$ cat src/ichr_pkg.sv
/*
  Constants and types shared by the interval chronometer: state encoding,
  trigger mode codes, widths and timing of the reference pulse.
  Assumes a single 100 MHz system clock; the reference pulse is derived from these constants in ichr_top.
*/
// How it works
// RULE_01: count 25 ns reference pulses for intervals
// RULE_02: separate 32-bit running count and result
// RULE_03: stop copies count into held result
// RULE_04: five states: disabled, idle, armed, counting, terminated
// RULE_05: 2-bit mode selects start/stop edges
// RULE_06: per-input inversion flags before edge detection
// RULE_07: enable low: disabled, count and result zero
// RULE_08: disabled channel ignores inputs and pulses
// RULE_09: idle waits until arm flag set
// RULE_10: armed clears count; rising start enters counting
// RULE_11: gate high with gating enabled suspends counting
// RULE_12: stop condition moves counting to terminated
// RULE_13: auto return flag goes back to idle
// RULE_14: divide reference by 30-bit divider plus one
// RULE_15: eight independent channels, numbered 0 to 7
// RULE_16: idle with arm set moves to armed
// RULE_17: armed, counting, terminated status flags
// RULE_18: reserved mode never starts, stays armed
package ichr_pkg;

  localparam int unsigned NUM_CHANNELS = 8;   // channels 0 to 7
  localparam int unsigned COUNT_W      = 32;  // running count and result width
  localparam int unsigned DIV_W        = 30;  // divider setting width
  localparam int unsigned MODE_W       = 2;   // trigger mode width

  // reference pulse period and the system clock it is derived from
  localparam int unsigned REF_PERIOD_NS = 25;
  localparam int unsigned CLK_PERIOD_PS = 10000;
  // half-clocks per reference period: 25 ns is 2.5 clocks, so 5
  localparam int unsigned REF_HALF_CLKS = (REF_PERIOD_NS * 2000) / CLK_PERIOD_PS;

  // fractional accumulator step: add 2 per clock, pulse every 5 (= 2.5 clocks)
  localparam logic [2:0] ACC_STEP  = 3'h2;
  localparam logic [2:0] ACC_LIMIT = 3'(REF_HALF_CLKS);
  localparam logic [2:0] ACC_ZERO  = 3'h0; // phase after reset

  // trigger mode codes
  localparam logic [MODE_W-1:0] MODE_LEVEL    = 2'h0; // rise start, fall stop
  localparam logic [MODE_W-1:0] MODE_RISES    = 2'h1; // rise start, rise stop
  localparam logic [MODE_W-1:0] MODE_STOP_PIN = 2'h2; // rise start, stop pin
  localparam logic [MODE_W-1:0] MODE_RESERVED = 2'h3; // unused code, never starts

  localparam logic [COUNT_W-1:0] COUNT_ZERO = 32'h0000_0000;
  localparam logic [DIV_W-1:0]   DIV_ZERO   = 30'h0000_0000;

  typedef enum logic [2:0] {
    ICHR_DISABLED,
    ICHR_IDLE_WAITING,
    ICHR_ARMED,
    ICHR_COUNTING,
    ICHR_TERMINATED
  } ichr_state_t;

endpackage

$ cat src/ichr_channel.sv
/*
  One chronometer channel: input polarity, edge detection, divider,
  state machine, running count and held result.
  Assumes pins and configuration are synchronous to clk and ref_tick is a
  one-cycle pulse shared by all channels.
*/
`timescale 1ns/1ps
`default_nettype none
module ichr_channel
  import ichr_pkg::*;
(
  // clock and control
  input  wire logic                  clk,
  input  wire logic                  resetn,
  input  wire logic                  ce,
  input  wire logic                  ref_tick,
  // configuration
  input  wire logic                  channel_enable,
  input  wire logic [MODE_W-1:0]     trigger_select,
  input  wire logic                  gating_enable,
  input  wire logic                  start_stop_polarity,
  input  wire logic                  stop_polarity,
  input  wire logic                  gate_invert,
  input  wire logic                  arm_flag,
  input  wire logic                  auto_return_flag,
  input  wire logic [DIV_W-1:0]      divider,
  // pins
  input  wire logic                  start_stop_pin,
  input  wire logic                  stop_pin,
  input  wire logic                  gate_pin,
  // results
  output logic [COUNT_W-1:0]         count_reg,   // running count [RULE_02]
  output logic [COUNT_W-1:0]         result_reg,  // held result, separate [RULE_02]
  output logic                       armed_reg,
  output logic                       counting_reg,
  output logic                       terminated_reg
);
  import ichr_pkg::*;

  ichr_state_t          state_reg, state_next;   // channel state
  logic                 ss_prev_reg, ss_prev_next;   // last start/stop level
  logic                 st_prev_reg, st_prev_next;   // last stop level
  logic [DIV_W-1:0]     div_reg, div_next;       // divider position
  logic [COUNT_W-1:0]   count_next, result_next;
  logic                 ss_lvl, st_lvl, gate_lvl;   // levels after inversion
  logic                 ss_rise, ss_fall, st_rise;
  logic                 stop_hit, pulse;

  // polarity applied before any edge or gating logic [RULE_06]
  assign ss_lvl   = start_stop_pin ^ start_stop_polarity;
  assign st_lvl   = stop_pin ^ stop_polarity;
  assign gate_lvl = gate_pin ^ gate_invert;
  assign ss_rise  = ss_lvl & ~ss_prev_reg;
  assign ss_fall  = ~ss_lvl & ss_prev_reg;
  assign st_rise  = st_lvl & ~st_prev_reg;

  // stop condition per trigger mode; reserved code never stops [RULE_05]
  always_comb begin
    case (trigger_select)
      MODE_LEVEL:    stop_hit = ss_fall;
      MODE_RISES:    stop_hit = ss_rise;
      MODE_STOP_PIN: stop_hit = st_rise;
      default:       stop_hit = 1'b0;
    endcase
  end

  // divided reference pulse: one pulse every divider+1 ticks [RULE_14]
  assign pulse = ref_tick && (div_reg == divider);

  // next state, count and result
  always_comb begin
    state_next   = state_reg;
    count_next   = count_reg;
    result_next  = result_reg;
    ss_prev_next = ss_lvl;
    st_prev_next = st_lvl;
    div_next     = div_reg;
    if (ref_tick) begin
      div_next = (div_reg >= divider) ? DIV_ZERO : div_reg + 1'b1;
    end
    if (!channel_enable) begin
      // disabled: inputs and pulses ignored, state, count, result and divider zeroed [RULE_07] [RULE_08]
      state_next  = ICHR_DISABLED;
      count_next  = COUNT_ZERO;
      result_next = COUNT_ZERO;
      div_next    = DIV_ZERO;
    end else begin
      case (state_reg)
        ICHR_DISABLED: state_next = ICHR_IDLE_WAITING; // [RULE_07]
        ICHR_IDLE_WAITING: begin
          if (arm_flag) state_next = ICHR_ARMED; // [RULE_09] [RULE_16]
        end
        ICHR_ARMED: begin
          count_next = COUNT_ZERO; // [RULE_10]
          div_next   = DIV_ZERO;
          // reserved mode holds here while it stays selected and the channel stays enabled [RULE_18]
          if (ss_rise && trigger_select != MODE_RESERVED) state_next = ICHR_COUNTING;
        end
        ICHR_COUNTING: begin
          // gate suspends pulse counting [RULE_11] [RULE_01]
          if (pulse && !(gating_enable && gate_lvl)) count_next = count_reg + 1'b1;
          if (stop_hit) begin
            state_next  = ICHR_TERMINATED; // [RULE_12]
            result_next = count_reg; // [RULE_03]
          end
        end
        ICHR_TERMINATED: begin
          if (auto_return_flag) state_next = ICHR_IDLE_WAITING; // [RULE_13]
        end
        default: state_next = ICHR_DISABLED;
      endcase
    end
  end

  // registers, frozen while ce is low [RULE_04]
  always_ff @(posedge clk or negedge resetn) begin
    if (!resetn) begin
      state_reg      <= ICHR_DISABLED;
      count_reg      <= COUNT_ZERO;
      result_reg     <= COUNT_ZERO;
      ss_prev_reg    <= 1'b0;
      st_prev_reg    <= 1'b0;
      div_reg        <= DIV_ZERO;
      armed_reg      <= 1'b0;
      counting_reg   <= 1'b0;
      terminated_reg <= 1'b0;
    end else if (ce) begin
      state_reg      <= state_next;
      count_reg      <= count_next;
      result_reg     <= result_next;
      ss_prev_reg    <= ss_prev_next;
      st_prev_reg    <= st_prev_next;
      div_reg        <= div_next;
      armed_reg      <= (state_next == ICHR_ARMED); // [RULE_17]
      counting_reg   <= (state_next == ICHR_COUNTING);
      terminated_reg <= (state_next == ICHR_TERMINATED);
    end
  end

  // result only moves on entry to terminated or on disable
  result_hold_a: assert property (@(posedge clk) disable iff (!resetn) // [RULE_03]
    (ce && channel_enable && state_reg != ICHR_COUNTING) |=> $stable(result_reg))
    else $error("result changed outside stop");
  disabled_zero_a: assert property (@(posedge clk) disable iff (!resetn) // [RULE_07]
    (ce && !channel_enable) |=> (count_reg == COUNT_ZERO && result_reg == COUNT_ZERO))
    else $error("disabled channel not zeroed");
  reserved_hold_a: assert property (@(posedge clk) disable iff (!resetn) // [RULE_18]
    (state_reg == ICHR_ARMED && trigger_select == MODE_RESERVED && channel_enable) |=>
    state_reg == ICHR_ARMED)
    else $error("reserved mode left armed");
  arm_step_a: assert property (@(posedge clk) disable iff (!resetn) // [RULE_16]
    (ce && channel_enable && state_reg == ICHR_IDLE_WAITING && arm_flag) |=>
    state_reg == ICHR_ARMED)
    else $error("arm not taken");
  stop_term_a: assert property (@(posedge clk) disable iff (!resetn) // [RULE_12]
    (ce && channel_enable && state_reg == ICHR_COUNTING && stop_hit) |=>
    (state_reg == ICHR_TERMINATED && result_reg == $past(count_reg)))
    else $error("stop not handled");
  gate_hold_a: assert property (@(posedge clk) disable iff (!resetn) // [RULE_11]
    (ce && channel_enable && state_reg == ICHR_COUNTING && gating_enable && gate_lvl) |=>
    $stable(count_reg))
    else $error("count moved while gated");
  armed_clear_a: assert property (@(posedge clk) disable iff (!resetn) // [RULE_10]
    (ce && channel_enable && state_reg == ICHR_ARMED) |=> count_reg == COUNT_ZERO)
    else $error("armed count not cleared");
  status_flag_a: assert property (@(posedge clk) disable iff (!resetn) // [RULE_17]
    counting_reg == (state_reg == ICHR_COUNTING))
    else $error("counting flag wrong");
endmodule
`default_nettype wire

$ cat src/ichr_top.sv
/*
  Eight-channel interval chronometer with a shared 25 ns reference pulse.
  Assumes configuration ports are held by the host and pins are synchronous.
*/
`timescale 1ns/1ps
`default_nettype none
module ichr_top
  import ichr_pkg::*;
(
  // clock and control
  input  wire logic                                 clk,
  input  wire logic                                 resetn,
  input  wire logic                                 ce,
  // per-channel configuration, bit or field n for channel n
  input  wire logic [NUM_CHANNELS-1:0]              channel_enable,
  input  wire logic [NUM_CHANNELS-1:0][MODE_W-1:0]  trigger_select,
  input  wire logic [NUM_CHANNELS-1:0]              gating_enable,
  input  wire logic [NUM_CHANNELS-1:0]              start_stop_polarity,
  input  wire logic [NUM_CHANNELS-1:0]              stop_polarity,
  input  wire logic [NUM_CHANNELS-1:0]              gate_invert,
  input  wire logic [NUM_CHANNELS-1:0]              arm_flag,
  input  wire logic [NUM_CHANNELS-1:0]              auto_return_flag,
  input  wire logic [NUM_CHANNELS-1:0][DIV_W-1:0]   divider,
  // pins
  input  wire logic [NUM_CHANNELS-1:0]              start_stop_pin,
  input  wire logic [NUM_CHANNELS-1:0]              stop_pin,
  input  wire logic [NUM_CHANNELS-1:0]              gate_pin,
  // status
  output logic [NUM_CHANNELS-1:0][COUNT_W-1:0]      count,
  output logic [NUM_CHANNELS-1:0][COUNT_W-1:0]      result,
  output logic [NUM_CHANNELS-1:0]                   armed,
  output logic [NUM_CHANNELS-1:0]                   counting,
  output logic [NUM_CHANNELS-1:0]                   terminated
);
  import ichr_pkg::*;

  logic [2:0] acc_reg, acc_next;   // fractional phase of the reference
  logic       tick_reg, tick_next; // one-cycle reference pulse

  // 25 ns is 2.5 clocks: a modulo-5 phase stepped by 2 wraps twice per
  // 5 clocks, so pulses average every 2.5 clocks with 10 ns jitter [RULE_01]
  always_comb begin
    if (acc_reg + ACC_STEP >= ACC_LIMIT) begin
      acc_next  = acc_reg + ACC_STEP - ACC_LIMIT;
      tick_next = 1'b1;
    end else begin
      acc_next  = acc_reg + ACC_STEP;
      tick_next = 1'b0;
    end
  end

  always_ff @(posedge clk or negedge resetn) begin
    if (!resetn) begin
      acc_reg  <= ACC_ZERO;
      tick_reg <= 1'b0;
    end else if (ce) begin
      acc_reg  <= acc_next;
      tick_reg <= tick_next;
    end
  end

  // eight independent channels [RULE_15]
  genvar g;
  generate
    for (g = 0; g < NUM_CHANNELS; g++) begin : g_ch
      ichr_channel u_ch (
        .clk                 (clk),
        .resetn              (resetn),
        .ce                  (ce),
        .ref_tick            (tick_reg & ce),
        .channel_enable      (channel_enable[g]),
        .trigger_select      (trigger_select[g]),
        .gating_enable       (gating_enable[g]),
        .start_stop_polarity (start_stop_polarity[g]),
        .stop_polarity       (stop_polarity[g]),
        .gate_invert         (gate_invert[g]),
        .arm_flag            (arm_flag[g]),
        .auto_return_flag    (auto_return_flag[g]),
        .divider             (divider[g]),
        .start_stop_pin      (start_stop_pin[g]),
        .stop_pin            (stop_pin[g]),
        .gate_pin            (gate_pin[g]),
        .count_reg           (count[g]),
        .result_reg          (result[g]),
        .armed_reg           (armed[g]),
        .counting_reg        (counting[g]),
        .terminated_reg      (terminated[g])
      );
    end
  endgenerate

  tick_rate_a: assert property (@(posedge clk) disable iff (!resetn) // [RULE_01]
    (ce && tick_reg) |=> !tick_reg)
    else $error("reference pulses too close");
endmodule
`default_nettype wire

$ cat config.mk
export PLATFORM = sky130hd
export DESIGN_NAME = ichr_top
export DESIGN_NICKNAME = d
export VERILOG_FILES = /design/src/ichr_pkg.sv /design/src/ichr_channel.sv /design/src/ichr_top.sv
export SDC_FILE = /design/constraint.sdc
export NUM_CORES = 2
export LEC_CHECK = 0
export BUFFER_PORTS_ARGS = -buffer_cell sky130_fd_sc_hd__buf_2
export CAP_MARGIN = 10
export CORE_ASPECT_RATIO = 0.5
export CORE_UTILIZATION = 50
export CTS_BUF_LIST = sky130_fd_sc_hd__clkbuf_8 sky130_fd_sc_hd__clkbuf_16
export DETAILED_ROUTE_END_ITERATION = 7
export PLACE_DENSITY_LB_ADDON = 0.1
export SYNTH_ARGS = -nofsm -noshare
export SYNTH_HDL_FRONTEND = slang
export SYNTH_SLANG_ARGS = --single-unit
$ cat constraint.sdc
create_clock -name clk -period 3.7 [get_ports clk]
set_input_delay 0 -clock clk [delete_from_list [all_inputs] [get_ports clk]]
set_output_delay 0 -clock clk [all_outputs]
set_load 0.02 [all_outputs]
==> flow_summary.ini <==
[outcome]
outcome = finished clean

[sta]
setup_viol = 0
setup_tns_ns = 0
maxSlewHeadroom_pct = 26.2
fin_crit_ns = 3.24
hold_slack_ns = 0.0249
worst_pin_slew_ns = 1.10
finalClockSkew_ns = 0.0232
finalCritPeriodShare_pct = 87.6
hold_violations = 0
grt_setup_unrepaired = false
maxSlewViolCount = 0
fmax_mhz = 308

[global_route]
grt_pass1_vias = 41100
grt_start_max_net_pins = 97
grt_pass1_wl_um = 226000
overflow = 0
grtUsageTotal_pct = 29.9
antenna_found_initial = 25

[synthesis]
yosys_warnings = 0
syn_avg_cell_area_um2 = 8.59
synth_area_um2 = 46400
synth_edf_count = 0
synthFlopType = dfrtp_1
ys_seq_area_share_pct = 44.2
async_flop_share_pct = 100
synth_cells = 5409
syn-num-nets = 6008
yosys_register_bits = 820
synth_cell_types = 82

[setup_path]
cp-start-kind = input port
critical_path_class = input port to flip-flop
cp.arrival_ns = 3.79
crit_fanout = 4
endpoint_kind = flip-flop
required_ns = 4.25

[clock_network]
root_buffer = clkbuf_16
cts_made_buffers = 79
cts.sinks = 820
clk_pin_slew_worst_paths_ns = 0.07
cts_tree = yes
insertion_delay_ns = 0.68
clock_path_buffers = 3
cts_htree_levels = 3
cts_resized = 0

[route]
dr.first_iter.drc_count = 3204
first_pass_iters = 7
wl_um = 144000
post_drt_wl_per_cell_um = 18.9
met1_length_um = 59400
drt-vias-per-instance = 5.66
drcViolationCount = 0
ant_nets = 0
vias = 43200
wl_met2_um = 71200
highest_layer = met5
dr_wl_met3_um = 6330

[cells_and_area]
final_cells = 7634
syn_to_final_growth_pct = 20.6
num-nets-final = 6912
multiInputGateArea_um2 = 23300
stdcell_area_um2 = 56000
fillers = 8117
regArea_um2 = 20500
final_layout_size_suffix_gt1_share_pct = 18.2

[floorplan]
row_count = 78
fp.dieH_um = 218
io_pins = 875
start_util_pct = 50.8
core_um2 = 91300
die_w_um = 433
dieArea_um2 = 94200

[power_and_ir_drop]
p_sw_share_pct = 27.8
pwr-share-clk_pct = 41.8
power_mw = 20.8
p_int_mw = 15.1
switching_power_mw = 5.79
p_leak_nw = 27.9
seq_power_share_pct = 44.8
worst_ir_drop_vdd_mv = 0.291
pwr-share-comb_pct = 13.4
power_density_nw_per_um2 = 372

[placed_design]
port_buffers = 874
dp_hpwl_um = 107000
place_area_um2 = 52300
routabilityCongestion = 0.917
dp_cells = 7381

[run]
drv_cap = 0

[hold_path]
hp-class = input port to flip-flop
kinds of logic (layout without fill, tap and decap cells):
logic type	count (synthesis)	count (layout)	synth area share, %
simple gates	2217	2217	22.8
flops	820	820	44.2
mux	84	84	1.83
other cells	0	19	0
fa+ha+maj	260	260	7.00
buf+inv	699	1665	5.88
compound gates	1135	1135	14.6
xor+xnor	194	194	3.66
power groups by stage:
stage	combinational (mW)	sequential (mW)	clock (mW)
2_1_floorplan	1.60	9.43	0
3_3_place_gp	2.59	9.48	0
3_5_place_dp	2.67	9.49	0
4_1_cts	2.79	9.32	8.87
5_1_grt	3.11	9.35	9.24
6_report	2.80	9.33	8.72
layout make-up:
| type | instances | area share, % |
|---|---|---|
| sequential | 820 | 36.6 |
| inverter | 458 | 3.07 |
| multi-input combinational | 3890 | 41.6 |
| tap | 1240 | 2.77 |
| clock buffer | 96 | 4.01 |
| clock inverter | 47 | 0.858 |
| timing repair buffer | 1064 | 11.0 |
| antenna | 19 | 0.0849 |
layer usage:
layer,vias up,global-route usage (%)
met4,16,14.0
met1,21000,37.0
met5,-,0
met3,324,4.98
li1,20700,-
met2,1132,51.1
placed cells by master (no fill, tap or decap), drive strengths merged, types with 18 or more instances in the layout:
cell | synthesis | layout
buf | 46 | 974
dfrtp | 820 | 820
nand2 | 812 | 812
o21ai | 504 | 504
inv | 458 | 474
nor2 | 372 | 372
nand3 | 328 | 328
a21oi | 280 | 280
ha | 260 | 260
nand4 | 176 | 176
xor2 | 101 | 101
and3 | 101 | 101
clkbuf | 195 | 96
nor3 | 95 | 95
xnor2 | 93 | 93
dlygate4sd3 | 0 | 90
or3 | 85 | 85
mux2i | 77 | 77
a21o | 70 | 70
nor4 | 58 | 58
and4 | 39 | 39
nand2b | 33 | 33
a22o | 26 | 26
and2 | 25 | 25
nor2b | 24 | 24
a211oi | 22 | 22
o311ai | 21 | 21
o31ai | 20 | 20
diode | 0 | 19
o2bb2ai | 19 | 19
clkinv | 0 | 19
o211ai | 18 | 18
critical path, cell delays in order:
cell and delay (ns):
dlygate4sd3_1 0.53, buf_2 0.13, xnor2_1 0.67, o31ai_1 0.11, dlygate4sd3_1 0.58, o21ai_0 0.16
nand2b_1 0.20, o41ai_1 0.08, nand3_1 0.09, dlygate4sd3_1 0.58, o21ai_0 0.08, dlygate4sd3_1 0.57
per-stage QoR:
stage / setup WS (ns) / utilization, %
after global placement: 0.607 / 57.3
after global routing: 0.291 / 61.3
after detailed placement: 0.513 / 57.3
after floorplan: 0.882 / -
final: 0.457 / 61.3
after CTS: 0.504 / 61.3
path summary, 6_finish.rpt:
kind | startpoint | depth (start not counted) | slack (ns) | to
max in group asynchronous | resetn | 4 | 1.55 | g_ch[7].u_ch.result_reg[13]
worst max-delay path | start_stop_pin[6] | 12 | 0.46 | g_ch[6].u_ch.terminated_reg
worst min-delay path | gate_invert[7] | 6 | 0.02 | g_ch[7].u_ch.count_reg[2]
worst min register to register | g_ch[7].u_ch.result_reg[14] | 2 | 0.47 | g_ch[7].u_ch.result_reg[14]
worst max register to register | g_ch[4].u_ch.div_reg[7] | 7 | 0.46 | g_ch[4].u_ch.count_reg[29]
min in group asynchronous | resetn | 3 | 0.53 | g_ch[4].u_ch.count_reg[0]
synthesized netlist by cell type (19+ instances only):
cell	count	area, µm²
dfrtp_1	820	20500
nand2_1	812	3050
o21ai_0	500	2500
inv_1	458	1720
nor2_1	371	1390
nand3_1	328	1640
a21oi_1	278	1390
ha_1	260	3250
clkbuf_1	195	732
nand4_1	176	1100
xor2_1	101	885
and3_1	100	626
nor3_1	94	470
xnor2_1	93	815
or3_1	85	532
mux2i_1	77	771
a21o_1	70	526
nor4_1	56	350
and4_1	39	342
nand2b_1	33	206
a22o_1	26	228
and2_1	25	156
buf_4	24	180
nor2b_1	24	150
a211oi_1	21	158
o311ai_0	21	184
o31ai_1	20	150
o2bb2ai_1	19	166
repair_timing:
item                      4_1_cts  5_1_grt
hold endpoints to repair      618        0
hold buffers                   90        0
buffers inserted                0        0
(Power assumes the default switching activity.)
